===== src/design/act_map.svh =====
// Constants of the array counter timebase: field codes, dividers, reset values.
// Assumes inclusion by act_pkg, act_timebase and the testbench only.
`ifndef ACT_MAP_SVH
`define ACT_MAP_SVH
`define ACT_SEL_DIV12 3'h0
`define ACT_SEL_DIV4 3'h1
`define ACT_SEL_T0OVF 3'h2
`define ACT_SEL_PIN_EDGE 3'h3
`define ACT_SEL_SYSCLK 3'h4
`define ACT_SEL_XOSC8 3'h5
`define ACT_DIV12_LAST 4'hB
`define ACT_DIV4_LAST 4'h3
`define ACT_XOSC_LAST 3'h7
`define ACT_CNT_RST 16'h0000
`define ACT_CNT_MAX 16'hFFFF
`define ACT_BYTE_RST 8'h00
`endif


===== src/design/act_pkg.sv =====
// Types shared by the array counter timebase modules.
// Assumes act_map.svh is on the include path.
`include "act_map.svh"
package act_pkg;
  // Mode control bits as written by software
  typedef struct packed {
    logic idle_suspend;
    logic overflow_irq_enable;
    logic [2:0] timebase_select;
  } act_mode_t;
  // Software read strobes
  typedef struct packed {
    logic rd_low;
    logic rd_high;
  } act_rd_t;
endpackage : act_pkg


===== src/design/act_sync.sv =====
// Two-flop synchroniser with a falling-edge pulse on the synchronised level.
// Assumes an asynchronous input and one system clock.
`timescale 1ns/10ps
module act_sync (
  // Clock and reset
  input wire logic clk,
  input wire logic sys_rst,
  // Async level in
  input wire logic din,
  // Synchronised level and falling edge
  output logic dout,
  output logic fall
);
  logic meta_q;
  logic sync_q;
  logic prev_q;
  always_ff @(posedge clk) begin
    if (sys_rst) begin
      meta_q <= 1'h1;
      sync_q <= 1'h1;
      prev_q <= 1'h1;
    end else begin
      meta_q <= din;
      sync_q <= meta_q;
      prev_q <= sync_q;
    end
  end
  assign dout = sync_q;
  assign fall = prev_q & ~sync_q;
endmodule : act_sync


===== src/design/act_timebase.sv =====
// Shared 16-bit timebase of the programmable_counter_array.
// Assumes one 20 MHz system clock; ext inputs are asynchronous pins.
`timescale 1ns/10ps
`include "act_map.svh"
module act_timebase
  import act_pkg::*;
(
  // Clock and reset
  input wire logic clk,
  input wire logic sys_rst,
  // Mode control
  input wire act_pkg::act_mode_t mode,
  input wire logic flag_clear,
  input wire logic cpu_idle,
  // Count sources
  input wire logic timer0_overflow,
  input wire logic external_count_input,
  input wire logic ext_osc,
  // Software read port
  input wire act_pkg::act_rd_t rd,
  output logic [7:0] counter_low_byte,
  output logic [7:0] counter_high_byte,
  // Status
  output logic overflow_flag,
  output logic irq_req
);
  import act_pkg::*;

  // ************************************************************
  // Timebase sources
  // ************************************************************
  logic [3:0] pre_q;
  logic [2:0] osc_div_q;
  logic pin_fall;
  logic osc_fall;
  logic tick;
  logic run;
  logic [15:0] cnt_q;
  logic [15:0] cnt_d;
  logic wrap;

  // Prescaler for the divided system clock
  always_ff @(posedge clk) begin
    if (sys_rst) begin
      pre_q <= 4'h0;
    end else if (mode.timebase_select == `ACT_SEL_DIV12 && pre_q >= `ACT_DIV12_LAST) begin
      pre_q <= 4'h0;
    end else if (mode.timebase_select == `ACT_SEL_DIV4 && pre_q >= `ACT_DIV4_LAST) begin
      pre_q <= 4'h0;
    end else begin
      pre_q <= pre_q + 4'h1;
    end
  end

  // Oscillator divider on its own input edges
  // oscillator sampled first
  act_sync u_osc_sync (
    .clk(clk),
    .sys_rst(sys_rst),
    .din(ext_osc),
    .dout(),
    .fall(osc_fall)
  );

  always_ff @(posedge clk) begin
    if (sys_rst) begin
      osc_div_q <= 3'h0;
    end else if (osc_fall) begin
      osc_div_q <= osc_div_q + 3'h1;
    end
  end

  act_sync u_pin_sync (
    .clk(clk),
    .sys_rst(sys_rst),
    .din(external_count_input),
    .dout(),
    .fall(pin_fall)
  );

  always_comb begin
    unique case (mode.timebase_select)
      `ACT_SEL_DIV12: tick = (pre_q >= `ACT_DIV12_LAST);
      `ACT_SEL_DIV4: tick = (pre_q >= `ACT_DIV4_LAST);
      `ACT_SEL_T0OVF: tick = timer0_overflow;
      `ACT_SEL_PIN_EDGE: tick = pin_fall;
      `ACT_SEL_SYSCLK: tick = 1'h1;
      `ACT_SEL_XOSC8: tick = osc_fall && (osc_div_q == `ACT_XOSC_LAST);
      default: tick = 1'h0;
    endcase
  end

  // ************************************************************
  // Counter
  // ************************************************************
  // idle only stops when suspend set
  assign run = ~(cpu_idle & mode.idle_suspend);
  assign cnt_d = cnt_q + 16'h0001;
  assign wrap = run & tick & (cnt_q == `ACT_CNT_MAX);

  always_ff @(posedge clk) begin
    if (sys_rst) begin
      cnt_q <= `ACT_CNT_RST;
    end else if (run && tick) begin
      cnt_q <= cnt_d;
    end
  end

  // ************************************************************
  // Read path
  // ************************************************************
  logic [7:0] snap_q;
  always_ff @(posedge clk) begin
    if (sys_rst) begin
      snap_q <= `ACT_BYTE_RST;
    end else if (rd.rd_low) begin
      snap_q <= cnt_q[15:8];
    end
  end

  always_ff @(posedge clk) begin
    if (sys_rst) begin
      counter_low_byte <= `ACT_BYTE_RST;
      counter_high_byte <= `ACT_BYTE_RST;
    end else begin
      if (rd.rd_low) begin
        counter_low_byte <= cnt_q[7:0];
      end
      if (rd.rd_high) begin
        counter_high_byte <= snap_q;
      end
    end
  end

  // ************************************************************
  // Overflow flag and interrupt
  // ************************************************************
  // wrap sets flag, set beats clear
  always_ff @(posedge clk) begin
    if (sys_rst) begin
      overflow_flag <= 1'h0;
    end else if (wrap) begin
      overflow_flag <= 1'h1;
    end else if (flag_clear) begin
      overflow_flag <= 1'h0;
    end
  end

  always_ff @(posedge clk) begin
    if (sys_rst) begin
      irq_req <= 1'h0;
    end else begin
      irq_req <= (overflow_flag | wrap) & mode.overflow_irq_enable
                 & ~(flag_clear & ~wrap);
    end
  end

  // ************************************************************
  // Checks
  // ************************************************************
  a_count_step: assert property (@(posedge clk) disable iff (sys_rst)
    (run && tick) |=> (cnt_q == $past(cnt_q) + 16'h0001))
    else $error("counter did not step by one");
  a_count_hold: assert property (@(posedge clk) disable iff (sys_rst)
    (cpu_idle && mode.idle_suspend) |=> (cnt_q == $past(cnt_q)))
    else $error("counter moved while suspended");
  a_idle_runs: assert property (@(posedge clk) disable iff (sys_rst)
    (cpu_idle && !mode.idle_suspend && mode.timebase_select == `ACT_SEL_SYSCLK)
    |=> (cnt_q != $past(cnt_q)))
    else $error("counter stopped in idle");
  a_reserved_idle: assert property (@(posedge clk) disable iff (sys_rst)
    (mode.timebase_select[2:1] == 2'h3) |=> (cnt_q == $past(cnt_q)))
    else $error("counter moved on reserved code");
  a_wrap_flag: assert property (@(posedge clk) disable iff (sys_rst)
    (run && tick && cnt_q == 16'hFFFF) |=> (overflow_flag && cnt_q == 16'h0000))
    else $error("wrap did not set flag");
  a_flag_sticky: assert property (@(posedge clk) disable iff (sys_rst)
    (overflow_flag && !flag_clear) |=> overflow_flag)
    else $error("flag dropped without clear");
  a_irq_follow: assert property (@(posedge clk) disable iff (sys_rst)
    ##1 (irq_req == (overflow_flag && $past(mode.overflow_irq_enable))))
    else $error("interrupt request mismatch");
  a_snap_coherent: assert property (@(posedge clk) disable iff (sys_rst)
    (rd.rd_low ##1 (rd.rd_high && !rd.rd_low)) |=>
    (counter_high_byte == $past(cnt_q[15:8], 2)))
    else $error("high byte not from snapshot");
  a_read_free: assert property (@(posedge clk) disable iff (sys_rst)
    (rd.rd_low && run && mode.timebase_select == `ACT_SEL_SYSCLK)
    |=> (cnt_q == $past(cnt_q) + 16'h0001))
    else $error("read disturbed counting");
  a_pin_edge: assert property (@(posedge clk) disable iff (sys_rst)
    (mode.timebase_select == `ACT_SEL_PIN_EDGE && run && !pin_fall)
    |=> (cnt_q == $past(cnt_q)))
    else $error("count without input edge");
  a_osc_gate: assert property (@(posedge clk) disable iff (sys_rst)
    (mode.timebase_select == `ACT_SEL_XOSC8 && !osc_fall) |=> (cnt_q == $past(cnt_q)))
    else $error("count without oscillator edge");
  a_byte_split: assert property (@(posedge clk) disable iff (sys_rst)
    rd.rd_low |=> (counter_low_byte == $past(cnt_q[7:0])))
    else $error("low byte mismatch");

endmodule : act_timebase


===== config.mk =====
export PLATFORM = sky130hd
export DESIGN_NAME = act_timebase
export DESIGN_NICKNAME = d
export VERILOG_FILES = /design/src/design/act_pkg.sv /design/src/design/act_sync.sv /design/src/design/act_timebase.sv
export VERILOG_INCLUDE_DIRS = /design/src /design/src/design
export SDC_FILE = /design/constraint.sdc
export NUM_CORES = 1
export LEC_CHECK = 0
export BUFFER_PORTS_ARGS = -buffer_cell sky130_fd_sc_hd__buf_2
export CAP_MARGIN = 40
export CORE_MARGIN = 1
export CORE_UTILIZATION = 35
export DETAILED_ROUTE_END_ITERATION = 8
export MAX_ROUTING_LAYER = met4
export PLACE_DENSITY = 0.58
export SYNTH_ARGS = -nofsm -noshare
export SYNTH_HDL_FRONTEND = slang
export SYNTH_SLANG_ARGS = --single-unit

===== constraint.sdc =====
create_clock -name clk -period 2.17 [get_ports clk]
set_input_delay 0 -clock clk [delete_from_list [all_inputs] [get_ports clk]]
set_output_delay 0 -clock clk [all_outputs]
set_load 0.01 [all_outputs]

==> run summary <==
Core Rows: 28
worst clock skew: 0.00948 ns
Setup crit start kind: register
Logic pwr share: 0.059
Max Root-Sink Buffers: 2
Final Critical Period: 1.93 ns
Critical R2R Launch: pre_q[0]
f_max: 0.519 GHz
status: complete, no violations
register area: 1100 µm²
slowest cell delay on critical path: 0.50 ns
largest net degree at the start of global routing: 31
Synth area leader: dfxtp_1
Starting Density: 0.365
DIE WIDTH: 81.1 µm
final worst-path cycle share: 0.887
Multi-input gate area: 1020 µm²
number of synthesized flops with an enable pin: 0
vias in the first global route: 1445
fraction of power consumed by sequential logic: 0.578
most frequent cells after synthesis: 55 x dfxtp_1, 38 x nor2_1, 27 x mux2i_1, 14 x a21oi_1, 10 x or2_2
detailed placer's ending HPWL: 2650 µm
share of the synthesized area in the top cell type: 0.503
ranking of synthesized cells by area: dfxtp_1 50%, mux2i_1 12%, nor2_1 6.5%, a21oi_1 3.2%, o31ai_1 3.1%
Ports: 32
Yosys Warn Count: 0
drc violations: 0
WP data required: 2.40 ns
ANT cells: 0
CTS tree: yes
slew at the pin closest to its max-slew limit: 0.506 ns
final setup margin: 0.245 ns
Synthesized Nets: 249
core area: 5990 µm²
later-pin clock latency in the skew report: 0.30 ns
Setup violations, final: 0
HP Start: rd[0]
Gates resized, CTS repair: 0
DRT Pass-1 Iters: 4
CTS clk-pin slew, worst paths: 0.09 ns
root buffer cell: clkbuf_8
fin. max-slew vios: 0
Hold Path Class: input pin to register
most common cell in the netlist: dfxtp_1
final net count: 282
critical path class: register to register
Async S/R FF share, synth: 0
Slew headroom: 0.663
die height: 81.1 µm
fillers: 579
Setup crit start: pre_q[0]
Antenna Violating Nets Remaining: 0
GRT Total Usage: 0.134
PortBufs: 31
# clock sinks: 55
arrival time of the worst setup path: 2.16 ns
VDD IR max: 0.000326 V
Seq/Total Area, Yosys: 0.503
total power draw: 1.79 mW
routed vias/inst: 4.87
initial antenna violation count: 0
final wirelength: 3960 µm
post-synthesis cell type count: 30
cells along the critical path: ha_1 -> o22ai_1 -> a211oi_2 -> o31ai_2 -> buf_12 -> or4_1 -> a21oi_1
max cap viols: 0
endpoint class of the critical path: register
synthesized cell area: 2190 µm²
CP max-delay cell: or4_1
synthesized instance count: 231
Leakage: 1.08 nW
Internal: 1.41 mW
syn_area_per_cell: 9.48 µm²
setup TNS: 0 ns
RSZ-0062 raised after global routing: no
vias post-DR: 1651
area growth from synthesis to layout: 17.7%
clock group share of total power: 0.362
WL/cell: 11.7 µm
P_sw: 375 µW
#FFs+latches synth: 55
first-pass GRT wire length: 6670 µm
share of layout cells above drive strength 1: 0.205
final hold vios: 0
DP Worst Slack: 0.274 ns
Final Wtd Congestion: 0.687
Synth Flop Type: dfxtp_1
CTS buffer count: 5
Initial DRC Count: 85
H-tree levels: 2
crit path max fanout: 29
GR Overflow Total: 0
sw frac: 0.210
pwr dens: 693 nW/µm²
die area: 6580 µm²
-- power by group through the flow --
stage / Sequential, mW / Combinational [mW] / Clock (mW)
after floorplan: 1.05 / 0.0701 / 0
after global placement: 1.06 / 0.100 / 0
after detailed placement: 1.06 / 0.101 / 0
after CTS: 1.03 / 0.107 / 0.673
after global routing: 1.04 / 0.119 / 0.709
final: 1.03 / 0.106 / 0.646
-- per-layer routing --
metal / track usage / up-vias / share of wire
li1: - / 868 / -
met4: 0.0411 / 0 / 0.012
met2: 0.198 / 29 / 0.43
met3: 0.0382 / 6 / 0.039
met5: - / - / 0
met1: 0.176 / 748 / 0.52
-- cell usage in the layout, fill, tap and decap left out, types with 2 or more instances in the layout --
cell type / count
nand2_1: 8
a21oi_1: 14
o31ai_1: 8
inv_1: 4
nand3b_1: 2
nand2b_1: 4
xor2_1: 3
o21ai_0: 6
dfxtp_1: 55
ha_1: 4
or4_1: 7
mux2i_1: 27
nor2_1: 38
or3_1: 5
buf_4: 2
nand4_1: 2
buf_2: 31
nand3_1: 9
or2_2: 10
dlygate4sd3_1: 5
nor2b_1: 2
clkbuf_8: 5
-- area by class of cell --
type / instances / share of cell area
tap: 75 / 0.0364
clock buffer: 6 / 0.0282
multi-input combinational: 159 / 0.398
sequential: 55 / 0.427
inverter: 4 / 0.00583
timing repair buffer: 39 / 0.0932
clock inverter: 1 / 0.0117
-- registers in the layout, indices dropped and copies added, names as in the netlist, 3 cells and up --
register and count:
cnt_q 16, counter_high_byte 8, counter_low_byte 8, osc_div_q 3
pre_q 4, snap_q 8
-- critical path, delay by kind of cell (launching register included) --
family | cells | cell delay [ns]
AO/OA/AOI/OAI | 4 | 0.63
adder cells (fa/ha/maj) | 1 | 0.20
buffers and inverters | 1 | 0.17
flip-flops | 1 | 0.36
AND/OR/NAND/NOR | 1 | 0.50
-- cell families after synthesis --
family | Yosys count | share of synthesized area
AND/OR/NAND/NOR | 91 | 0.210
flip-flops | 55 | 0.503
AO/OA/AOI/OAI | 32 | 0.0886
multiplexers | 28 | 0.129
buffers and inverters | 17 | 0.0314
XOR/XNOR | 4 | 0.0160
adder cells (fa/ha/maj) | 4 | 0.0229
-- path summary, 6_finish.rpt --
path	cells past startpoint	endpoint	slack, ns
max	7	cnt_q[12]	0.24
max reg2reg	7	cnt_q[12]	0.24
min	3	counter_high_byte[1]	0.13
min reg2reg	1	u_pin_sync.dout	0.42
-- stage by stage --
step	hold WS, ns	utilization	area [µm²]	std cells
floorplan	0.104	-	2190	231
global placement	0.186	0.405	2420	327
global route	0.138	0.430	2580	339
CTS	0.123	0.430	2580	339
finish	0.127	0.430	2580	339
detailed placement	0.187	0.405	2420	327
-- timing repair --
item / CTS / global route
endpoints found under the hold margin: 4 / 0
buffers inserted: 0 / 0
hold buffers: 5 / 0
No activity file was read; power rests on OpenSTA's default activity.
